$ cat config.mk
export PLATFORM = sky130hd
export DESIGN_NAME = crw_regs
export DESIGN_NICKNAME = d
export VERILOG_FILES = /design/src/crw_pkg.sv /design/src/crw_regs.sv
export SDC_FILE = /design/constraint.sdc
export NUM_CORES = 1
export LEC_CHECK = 0
export BUFFER_PORTS_ARGS = -buffer_cell sky130_fd_sc_hd__clkbuf_2
export CORE_AREA = 2 2 119 121
export DETAILED_ROUTE_END_ITERATION = 8
export DIE_AREA = 0 0 121 123
export GPL_TIMING_DRIVEN = 0
export HOLD_SLACK_MARGIN = 0.06
export PLACE_DENSITY = 0.83
export SLEW_MARGIN = 20
export SYNTH_ARGS = -nofsm -noshare
export SYNTH_HDL_FRONTEND = slang
export SYNTH_SLANG_ARGS = --single-unit
$ cat constraint.sdc
create_clock -name ref_clk -period 6.8 [get_ports ref_clk]
set_clock_uncertainty 0.2 [all_clocks]
set_input_delay 1.36 -clock ref_clk [delete_from_list [all_inputs] [get_ports ref_clk]]
set_output_delay 1.36 -clock ref_clk [all_outputs]
set_load 0.02 [all_outputs]
$ cat src/crw_pkg.sv
// package: register map, field layout and reset values of the result and wake threshold bank
package crw_pkg;
  // register indices (byte address is four times the index)
  localparam logic [7:0] CRW_IDX_CH1_RES_LOW  = 8'h08;
  localparam logic [7:0] CRW_IDX_CH1_RES_HIGH = 8'h09;
  localparam logic [7:0] CRW_IDX_CH2_RES_LOW  = 8'h0A;
  localparam logic [7:0] CRW_IDX_CH2_RES_HIGH = 8'h0B;
  localparam logic [7:0] CRW_IDX_CH1_ABS_THR  = 8'h0C;
  localparam logic [7:0] CRW_IDX_CH1_RATE_THR = 8'h0D;
  localparam logic [7:0] CRW_IDX_CH2_ABS_THR  = 8'h0E;
  localparam logic [7:0] CRW_IDX_CH2_RATE_THR = 8'h0F;
  localparam logic [7:0] CRW_IDX_CH1_WAKE_CFG = 8'h20;
  localparam logic [7:0] CRW_IDX_CH2_WAKE_CFG = 8'h21;
  localparam logic [7:0] CRW_IDX_WAKE_STATUS  = 8'h22;
  // field positions
  localparam int CRW_OVR_BIT     = 0;
  localparam int CRW_ABS_EN_BIT  = 0;
  localparam int CRW_RATE_EN_BIT = 1;
  localparam int CRW_COMBINE_BIT = 2;
  localparam int CRW_THR_LSB     = 4;
  localparam int CRW_CFG_W       = 3;
  // reset values
  localparam logic [7:0]  CRW_RST_REG8 = 8'h00;
  localparam logic [11:0] CRW_RST_RES  = 12'h000;
  localparam logic [2:0]  CRW_RST_CFG  = 3'h0;
  // bus answers
  localparam logic [1:0] CRW_RESP_OKAY   = 2'b00;
  localparam logic [1:0] CRW_RESP_SLVERR = 2'b10;
  localparam logic [31:0] CRW_ZERO32 = 32'h0000_0000;
endpackage

$ cat src/crw_regs.sv
// module: result and wake threshold register bank with axi4-lite slave
//
// Register access over AXI4-Lite was decided locally.
`timescale 1ns/1ps
// Behaviour
// - ch1 result bits 11:4 in high register
// - ch2 result bits 3:0 at low bits 7:4
// - ch2 result bits 11:4 in high register
// - ch2 overrange flag follows each conversion
// - ch2 low register unused bits read zero
// - result registers read-only, writes ignored
// - results and ch1 absolute threshold reset zero
// - other thresholds reset to zero
// - ch1 absolute threshold steers standby wake
// - ch1 rate threshold steers standby wake
// - ch2 absolute threshold steers standby wake
// - ch2 rate threshold steers standby wake
// - disabled absolute detect ignores its threshold
// - disabled rate detect ignores its threshold
// - ch1 low register bit 0 overrange flag
// - enable bit turns absolute detection on
// - combine bit selects and versus or
//
// overview
// - two channels, each with a 12-bit result and overrange flag
// - results move in only on a conversion pulse
// - thresholds and wake config are plain software registers
// - wake status is sticky, write one to clear
//
// bus timing
// - awready, wready and arready are combinational
// - write answer one edge after address and data held
// - read answer at the same edge that takes the address
// - no new request taken on a channel while its answer waits
// - unmapped or misaligned access answers slverr
// - only byte lane 0 carries register data
//
// reset
// - arst_n asserts at once, releases after two edges
// - first request at the third edge after release
//
// clock enable
// - clk_en low freezes every register except the reset synchroniser, and every handshake
// - conversion pulses seen while frozen are lost
//
// limitations
// - the low nibble of the ch1 result is not shown
// - rate detect needs one earlier conversion
// - and-mode with no detector enabled never wakes
// - wake is judged on the incoming result
// - wake_event is a registered one-cycle pulse
// - awprot and arprot are ignored
// - wstrb lanes 1 to 3 are ignored
// - write data bits 31:8 are dropped
module crw_regs
  import crw_pkg::*;
#(
  parameter int RES_W  = 12,        // conversion result width
  parameter int ADDR_W = 12         // axi byte address width
) (
  input  wire logic              ref_clk,
  input  wire logic              arst_n,
  input  wire logic              clk_en,
  input  wire logic              standby,
  input  wire logic [1:0]        conv_valid,
  input  wire logic [RES_W-1:0]  ch1_conv_result,
  input  wire logic [RES_W-1:0]  ch2_conv_result,
  input  wire logic [1:0]        conv_overrange,
  output logic [1:0]             wake_event,
  input  wire logic [ADDR_W-1:0] s_axi_awaddr,
  input  wire logic [2:0]        s_axi_awprot,
  input  wire logic              s_axi_awvalid,
  output logic                   s_axi_awready,
  input  wire logic [31:0]       s_axi_wdata,
  input  wire logic [3:0]        s_axi_wstrb,
  input  wire logic              s_axi_wvalid,
  output logic                   s_axi_wready,
  output logic [1:0]             s_axi_bresp,
  output logic                   s_axi_bvalid,
  input  wire logic              s_axi_bready,
  input  wire logic [ADDR_W-1:0] s_axi_araddr,
  input  wire logic [2:0]        s_axi_arprot,
  input  wire logic              s_axi_arvalid,
  output logic                   s_axi_arready,
  output logic [31:0]            s_axi_rdata,
  output logic [1:0]             s_axi_rresp,
  output logic                   s_axi_rvalid,
  input  wire logic              s_axi_rready
);

  // elaboration check: thresholds cover bits 11:4 of a 12-bit result
  if (RES_W != 12 || ADDR_W < 11) begin : g_chk
    $error("crw_regs: RES_W must be 12 and ADDR_W at least 11");
  end

  // reset release path:
  //   assertion reaches every register at once
  //   release is retimed by two flip-flops
  //   so no register leaves reset on a skewed edge
  // reset synchroniser
  logic rst_s1_q;                         // first stage
  logic rst_n_q;                          // released reset used everywhere
  always_ff @(posedge ref_clk or negedge arst_n) begin
    if (!arst_n) begin
      rst_s1_q <= 1'b0;
      rst_n_q  <= 1'b0;
    end else begin
      rst_s1_q <= 1'b1;
      rst_n_q  <= rst_s1_q;
    end
  end

  // per-channel result storage and wake logic
  logic [RES_W-1:0] res_q   [2];        // latest conversion result
  logic [1:0]       ovr_q;              // overrange flags
  logic [1:0]       have_prev_q;        // a previous result exists
  logic [7:0]       abs_thr_q [2];      // absolute thresholds
  logic [7:0]       rate_thr_q [2];     // rate thresholds
  logic [CRW_CFG_W-1:0] cfg_q [2];      // enables and combine mode
  logic [1:0]       wake_q;             // wake pulses
  logic [1:0]       wake_seen_q;        // sticky wake status for software
  logic [RES_W-1:0] conv_res [2];       // incoming results as array
  logic [1:0]       wr_abs;             // write strobe per absolute threshold
  logic [1:0]       wr_rate;            // write strobe per rate threshold
  logic [1:0]       wr_cfg;             // write strobe per wake config
  logic             wr_status;          // write-one-to-clear of wake status
  logic [7:0]       wbyte;              // low write byte

  assign conv_res[0] = ch1_conv_result;
  assign conv_res[1] = ch2_conv_result;

  // per channel:
  //   capture register for result and overrange
  //   absolute compare against the stored threshold
  //   rate compare against the last stored result
  //   wake pulse one cycle after a hitting conversion in standby
  //   sticky status that software clears
  for (genvar c = 0; c < 2; c++) begin : g_ch
    // threshold widened to 12 bits, low nibble zero
    wire [RES_W-1:0] abs_thr12  = {abs_thr_q[c], 4'h0};
    wire [RES_W-1:0] rate_thr12 = {rate_thr_q[c], 4'h0};
    wire [RES_W-1:0] diff = (conv_res[c] >= res_q[c]) ?
                            (conv_res[c] - res_q[c]) : (res_q[c] - conv_res[c]);
    wire abs_en  = cfg_q[c][CRW_ABS_EN_BIT];
    wire rate_en = cfg_q[c][CRW_RATE_EN_BIT];
    wire comb    = cfg_q[c][CRW_COMBINE_BIT];
    // masked hits: a disabled detector contributes nothing
    wire abs_hit  = abs_en && (conv_res[c] > abs_thr12);
    wire rate_hit = rate_en && have_prev_q[c] && (diff > rate_thr12);
    // and-mode needs every enabled detector, or-mode any
    wire and_hit  = (abs_hit || !abs_en) && (rate_hit || !rate_en) && (abs_en || rate_en);
    wire hit      = comb ? and_hit : (abs_hit || rate_hit);
    wire take     = clk_en && conv_valid[c];

    // result capture and overrange flag per conversion
    always_ff @(posedge ref_clk or negedge rst_n_q) begin
      if (!rst_n_q) begin
        res_q[c]       <= CRW_RST_RES;
        ovr_q[c]       <= 1'b0;
        have_prev_q[c] <= 1'b0;
      end else if (take) begin
        res_q[c]       <= conv_res[c];
        ovr_q[c]       <= conv_overrange[c];
        have_prev_q[c] <= 1'b1;
      end
    end

    // threshold and config registers
    always_ff @(posedge ref_clk or negedge rst_n_q) begin
      if (!rst_n_q) begin
        abs_thr_q[c]  <= CRW_RST_REG8;
        rate_thr_q[c] <= CRW_RST_REG8;
        cfg_q[c]      <= CRW_RST_CFG;
      end else if (clk_en) begin
        if (wr_abs[c]) begin
          abs_thr_q[c] <= wbyte;
        end
        if (wr_rate[c]) begin
          rate_thr_q[c] <= wbyte;
        end
        if (wr_cfg[c]) begin
          cfg_q[c] <= wbyte[CRW_CFG_W-1:0];
        end
      end
    end

    // wake notes:
    //   the pulse needs standby, a conversion and a hit
    //   status keeps the hit until software clears it
    //   a hit and a clear in one cycle keep the bit set
    // wake pulse in standby, sticky status with set winning over clear
    always_ff @(posedge ref_clk or negedge rst_n_q) begin
      if (!rst_n_q) begin
        wake_q[c]      <= 1'b0;
        wake_seen_q[c] <= 1'b0;
      end else if (clk_en) begin
        wake_q[c] <= take && standby && hit;
        if (take && standby && hit) begin
          wake_seen_q[c] <= 1'b1;
        end else if (wr_status && wbyte[c]) begin
          wake_seen_q[c] <= 1'b0;
        end
      end
    end
  end

  assign wake_event = wake_q;

  // write path notes:
  //   address and data may arrive in either order
  //   each side is held until the other arrives
  //   the write lands at the edge after both are held
  //   bvalid rises at that same edge
  //   awready and wready stay low while bvalid stands
  //   result registers answer okay and stay unchanged
  //   a clear byte lane 0 makes the write a no-op
  // axi write channel: collect address and data in either order
  logic              aw_full_q;          // address held
  logic              w_full_q;           // data held
  logic [ADDR_W-1:0] awaddr_q;           // held write address
  logic [31:0]       wdata_q;            // held write data
  logic              wstrb0_q;           // low byte lane enabled
  logic              bvalid_q;           // write response pending
  logic [1:0]        bresp_q;            // write response code

  assign s_axi_awready = !aw_full_q && !bvalid_q;
  assign s_axi_wready  = !w_full_q && !bvalid_q;
  assign s_axi_bvalid  = bvalid_q;
  assign s_axi_bresp   = bresp_q;

  // write decode on the held address
  wire [7:0] wr_idx  = awaddr_q[9:2];
  wire       wr_go   = aw_full_q && w_full_q && !bvalid_q && clk_en;
  wire       wr_lane = wr_go && wstrb0_q;
  wire wr_is_res = (wr_idx == CRW_IDX_CH1_RES_LOW) || (wr_idx == CRW_IDX_CH1_RES_HIGH) ||
                   (wr_idx == CRW_IDX_CH2_RES_LOW) || (wr_idx == CRW_IDX_CH2_RES_HIGH);
  wire wr_mapped = (wr_idx == CRW_IDX_CH1_ABS_THR) || (wr_idx == CRW_IDX_CH1_RATE_THR) ||
                   (wr_idx == CRW_IDX_CH2_ABS_THR) || (wr_idx == CRW_IDX_CH2_RATE_THR) ||
                   (wr_idx == CRW_IDX_CH1_WAKE_CFG) || (wr_idx == CRW_IDX_CH2_WAKE_CFG) ||
                   (wr_idx == CRW_IDX_WAKE_STATUS) || wr_is_res;
  wire wr_aligned = (awaddr_q[1:0] == 2'b00) && (awaddr_q[ADDR_W-1:10] == '0);
  assign wbyte      = wdata_q[7:0];
  // results have no write strobe at all, so writes leave them intact
  assign wr_abs[0]  = wr_lane && wr_aligned && (wr_idx == CRW_IDX_CH1_ABS_THR);
  assign wr_abs[1]  = wr_lane && wr_aligned && (wr_idx == CRW_IDX_CH2_ABS_THR);
  assign wr_rate[0] = wr_lane && wr_aligned && (wr_idx == CRW_IDX_CH1_RATE_THR);
  assign wr_rate[1] = wr_lane && wr_aligned && (wr_idx == CRW_IDX_CH2_RATE_THR);
  assign wr_cfg[0]  = wr_lane && wr_aligned && (wr_idx == CRW_IDX_CH1_WAKE_CFG);
  assign wr_cfg[1]  = wr_lane && wr_aligned && (wr_idx == CRW_IDX_CH2_WAKE_CFG);
  assign wr_status  = wr_lane && wr_aligned && (wr_idx == CRW_IDX_WAKE_STATUS);

  // write channel state
  always_ff @(posedge ref_clk or negedge rst_n_q) begin
    if (!rst_n_q) begin
      aw_full_q <= 1'b0;
      w_full_q  <= 1'b0;
      awaddr_q  <= '0;
      wdata_q   <= CRW_ZERO32;
      wstrb0_q  <= 1'b0;
      bvalid_q  <= 1'b0;
      bresp_q   <= CRW_RESP_OKAY;
    end else if (clk_en) begin
      if (s_axi_awvalid && s_axi_awready) begin
        aw_full_q <= 1'b1;
        awaddr_q  <= s_axi_awaddr;
      end
      if (s_axi_wvalid && s_axi_wready) begin
        w_full_q <= 1'b1;
        wdata_q  <= s_axi_wdata;
        wstrb0_q <= s_axi_wstrb[0];
      end
      if (wr_go) begin
        // result registers answer okay but keep contents
        aw_full_q <= 1'b0;
        w_full_q  <= 1'b0;
        bvalid_q  <= 1'b1;
        bresp_q   <= (wr_mapped && wr_aligned) ? CRW_RESP_OKAY : CRW_RESP_SLVERR;
      end else if (bvalid_q && s_axi_bready) begin
        bvalid_q <= 1'b0;
      end
    end
  end

  // read map, one register per word, bits 31:8 zero:
  //   0x20 ch1 low: bit 0 overrange
  //   0x24 ch1 high: result bits 11:4
  //   0x28 ch2 low: result bits 3:0 on 7:4, bit 0 overrange
  //   0x2c ch2 high: result bits 11:4
  //   0x30 ch1 absolute threshold
  //   0x34 ch1 rate threshold
  //   0x38 ch2 absolute threshold
  //   0x3c ch2 rate threshold
  //   0x80 ch1 wake config, 0x84 ch2 wake config
  //   0x88 wake status, one bit per channel
  //   anything else: slverr and zero data
  // read mux
  wire [7:0] rd_idx     = s_axi_araddr[9:2];
  wire       rd_aligned = (s_axi_araddr[1:0] == 2'b00) && (s_axi_araddr[ADDR_W-1:10] == '0);
  wire [7:0] ch1_low    = {7'h00, ovr_q[0]};
  wire [7:0] ch1_high   = res_q[0][11:CRW_THR_LSB];
  wire [7:0] ch2_low    = {res_q[1][3:0], 3'h0, ovr_q[1]};
  wire [7:0] ch2_high   = res_q[1][11:CRW_THR_LSB];
  logic [7:0] rd_byte;                  // selected register value
  logic       rd_hit;                   // address maps to a register
  always_comb begin
    rd_hit  = rd_aligned;
    rd_byte = CRW_RST_REG8;
    case (rd_idx)
      CRW_IDX_CH1_RES_LOW:  rd_byte = ch1_low;
      CRW_IDX_CH1_RES_HIGH: rd_byte = ch1_high;
      CRW_IDX_CH2_RES_LOW:  rd_byte = ch2_low;
      CRW_IDX_CH2_RES_HIGH: rd_byte = ch2_high;
      CRW_IDX_CH1_ABS_THR:  rd_byte = abs_thr_q[0];
      CRW_IDX_CH1_RATE_THR: rd_byte = rate_thr_q[0];
      CRW_IDX_CH2_ABS_THR:  rd_byte = abs_thr_q[1];
      CRW_IDX_CH2_RATE_THR: rd_byte = rate_thr_q[1];
      CRW_IDX_CH1_WAKE_CFG: rd_byte = {5'h00, cfg_q[0]};
      CRW_IDX_CH2_WAKE_CFG: rd_byte = {5'h00, cfg_q[1]};
      CRW_IDX_WAKE_STATUS:  rd_byte = {6'h00, wake_seen_q};
      default:              rd_hit  = 1'b0;
    endcase
  end

  // read path notes:
  //   the address is decoded straight from the bus
  //   data is registered at the edge that takes it
  //   rvalid stands until rready is seen high
  //   arready is low while rvalid stands
  //   so one read at most is in flight
  // read channel state
  logic        rvalid_q;                // read data pending
  logic [31:0] rdata_q;                 // read data
  logic [1:0]  rresp_q;                 // read response
  assign s_axi_arready = !rvalid_q;
  assign s_axi_rvalid  = rvalid_q;
  assign s_axi_rdata   = rdata_q;
  assign s_axi_rresp   = rresp_q;

  always_ff @(posedge ref_clk or negedge rst_n_q) begin
    if (!rst_n_q) begin
      rvalid_q <= 1'b0;
      rdata_q  <= CRW_ZERO32;
      rresp_q  <= CRW_RESP_OKAY;
    end else if (clk_en) begin
      if (s_axi_arvalid && !rvalid_q) begin
        rvalid_q <= 1'b1;
        rdata_q  <= rd_hit ? {24'h00_0000, rd_byte} : CRW_ZERO32;
        rresp_q  <= rd_hit ? CRW_RESP_OKAY : CRW_RESP_SLVERR;
      end else if (rvalid_q && s_axi_rready) begin
        rvalid_q <= 1'b0;
      end
    end
  end

endmodule

==> out/qor.csv <==
metric,value,unit
status,"complete, no violations",
drt pass-1 iters,5,
Final Cycle Share,75.90,%
Fmax,0.1937,GHz
setup TNS,0,ns
WL met2,10.04,mm
"Seq/Total Area, Yosys",33.65,%
Residual DRC,0,
placed cells,1175,
Worst setup EP type,flip-flop,
met3 wire length,1.213,mm
Yosys cell types,78,
synthesized cell area,7956,um2
port bufs,83,
Max Slew Vio Count,0,
Max-slew headroom,53.45,%
Seq cells post-synth,107,
kind of critical path,primary input to flip-flop,
nets,1192,
post-route worst setup slack,1.639,ns
Top Ports,146,
Synth-to-Final Area Change,13.74,%
vias in the first global route,6705,
share of layout cells above drive strength 1,19.96,%
final-report hold violation count,0,
pwr/cell area,235.6,nW/um2
TritonCTS clock tree,built,
Post-synth EDFFs,0,
most used flip-flop cell after synthesis,dfrtp_1,
row count,43,
Critical Path Start Type,primary input,
CTS sink cnt,107,
Starting Density,58.45,%
# setup viols final,0,
ANT nets after route,0,
Required @ worst endpoint,6.88,ns
critical path peak fanout,9,
global placement routability congestion,0.9862,
dpl hpwl,16.67,mm
setup repair after global routing missed its margin,false,
"Clk Latency, worst-skew pair",0.37,ns
WL/cell,17.38,um
Die Height,123,um
pre-CTS WS,1.294,ns
overall routing resource usage,29.22,%
initial drt markers,510,
Syn Inst Count,885,
largest net degree at the start of global routing,50,
final WL,20.72,mm
first-pass GRT wire length,33.61,mm
number of CTS-inserted buffers,9,
Synth Area per Inst,8.990,um2
Root Buffer,clkbuf_16,
max cap viols,0,
Yosys Warn Count,0,
n_diodes,0,
core area,13610,um2
CTS H-Tree Depth,3,
met1 wire length,8.886,mm
Crit path arrival time,5.24,ns
asr flop ratio synth,100.0,%
Die X,121,um
Min-Delay Path Class,flip-flop to asynchronous set/reset pin,
Fin Hold WS,0.1139,ns
postcts setup bufs,0,
Layout Cells excl Fill,1192,
initial antenna violation count,0,
via count,6921,
VDD IR max,0.1994,mV
clock transition at the registers of the reported paths,0.08,ns
overall power,2.132,mW
Overflow after GRT,0,
Bufs on Longest Clock Path,2,
die area,14880,um2
Final min period,5.161,ns
worst slew pin tran,0.6960,ns
uppermost routed layer,met4,
vias per inst,5.806,
leakage,4.561,nW
==> sequential cells by signal, indices dropped and copies added, names as in the netlist <==
name             flops
ch2_high             8
w_full_q             1
ch2_low              5
cfg_q                6
g_ch.rate_thr12     16
wake_seen_q          2
s_axi_rdata          8
s_axi_bvalid         1
rst_n_q              1
aw_full_q            1
ch1_high             8
abs_thr_q           16
res_q                4
s_axi_bresp          1
wstrb0_q             1
rst_s1_q             1
wdata_q              8
awaddr_q            12
have_prev_q          2
s_axi_rvalid         1
ch1_low              1
wake_event           2
s_axi_rresp          1
==> what timing repair did <==
item                                   in CTS  in global routing
gates resized for setup                     0                  0
endpoints found under the hold margin      16                  0
hold buffers                                1                  0
==> Yosys cell counts, types with 4 or more instances <==
master      n  area share [%]
nand2_1   119             5.6
dfrtp_1   107              34
inv_1      85             4.0
ha_1       78              12
o21ai_0    71             4.5
nor2_1     37             1.7
a21oi_1    36             2.3
mux2_2     34             4.8
buf_4      27             2.5
o21ai_1    22             1.4
a21o_1     16             1.5
o21a_1     15             1.4
buf_2      13            0.82
nand4_1    13             1.0
nor2b_1    12            0.94
clkbuf_1   11            0.52
nand3_1    11            0.69
mux2i_1    10             1.3
xor2_1     10             1.1
nor3_1      9            0.57
xnor2_1     8            0.88
nand2b_1    7            0.55
a211oi_1    6            0.57
a22o_1      6            0.66
a31oi_1     6            0.47
mux4_2      6             1.7
o211ai_1    6            0.57
nor4_1      5            0.39
a221oi_1    4            0.44
a22oi_1     4            0.38
a32oi_1     4            0.44
and2_1      4            0.31
and4_1      4            0.44
fa_1        4             1.0
nand3b_1    4            0.38
==> cell families after synthesis <==
kind of cell | count (synthesis) | share of synthesized area, %
XOR/XNOR | 18 | 1.981
other | 2 | 0.09439
flip-flops | 107 | 33.65
AND/OR/NAND/NOR | 250 | 15.73
AO/OA/AOI/OAI | 234 | 18.90
adder cells (fa/ha/maj) | 82 | 13.27
buffers and inverters | 139 | 8.130
multiplexers | 53 | 8.240
==> critical path, cell delays in order <==
cell	delay [ns]
clkbuf_2	0.12
inv_1	0.06
ha_1	0.27
fa_1	0.40
nand2b_1	0.20
a21oi_1	0.35
o21ai_2	0.18
and3_4	0.21
buf_6	0.14
a22o_1	0.22
a2111oi_2	0.38
nor3_2	0.13
ha_1	0.31
and3_1	0.19
o211ai_1	0.10
a31o_2	0.24
a221o_1	0.28
o211ai_1	0.11
==> placed cells by master, fill, tap and decap left out, types with 10 or more instances in the layout <==
master	instances
nand2_1	119
dfrtp_1	106
inv_1	85
clkbuf_2	83
ha_1	78
o21ai_0	71
nor2_1	37
a21oi_1	36
mux2_2	34
buf_4	27
conb_1	27
o21ai_1	22
a21o_1	16
o21a_1	15
buf_2	13
nand4_1	13
nor2b_1	12
nand3_1	11
clkbuf_1	11
mux2i_1	10
xor2_1	10
==> through the flow <==
step | cell area, um2 | utilization [%]
6_report | 9050 | 66.49
5_1_grt | 9050 | 66.49
4_1_cts | 9050 | 66.49
3_5_place_dp | 8742 | 64.22
3_3_place_gp | 8691 | 63.85
2_1_floorplan | 8050 | -
==> layout make-up <==
cell class / instances / area (um2)
Tap cell: 180 / 225.2
Clock buffer: 10 / 239.0
Multi-Input combinational cell: 664 / 4726
Timing Repair Buffer: 86 / 473.0
Fill cell: 1166 / 4562
Inverter: 85 / 319.1
Clock inverter: 6 / 58.81
Sequential cell: 107 / 2681
Buffer: 54 / 327.8
==> worst paths after layout <==
check / slack [ns] / cells past startpoint / to / from
max: 1.64 / 18 / wake_seen_q[0]$_DFFE_PN0P_ / ch1_conv_result[0]
min: 0.11 / 1 / wdata_q[4]$_DFFE_PN0P_ / rst_n_q$_DFF_PN0_
max reg2reg: 2.41 / 16 / wake_seen_q[0]$_DFFE_PN0P_ / res_q[12]$_DFFE_PN0P_
min reg2reg: 0.11 / 1 / wdata_q[4]$_DFFE_PN0P_ / rst_n_q$_DFF_PN0_
max in group asynchronous: 5.20 / 1 / w_full_q$_DFFE_PN0P_ / rst_n_q$_DFF_PN0_
min in group ref_clk: 0.16 / 0 / rst_n_q$_DFF_PN0_ / rst_s1_q$_DFF_PN0_
==> report_power, final <==
group | leakage [nW] | total (mW) | internal (mW) | switching [mW]
registers | 1.23 | 0.852 | 0.732 | 0.119
logic | 3.19 | 0.756 | 0.340 | 0.416
clock network | 0.148 | 0.525 | 0.266 | 0.259
==> per-layer routing <==
metal / vias up / GRT usage, %
li1: 3319 / -
met1: 3307 / 38.78
met2: 253 / 48.95
met3: 42 / 4.059
met4: 0 / 10.97
met5: - / 0
Note: power is estimated with default switching activity, not from simulation.
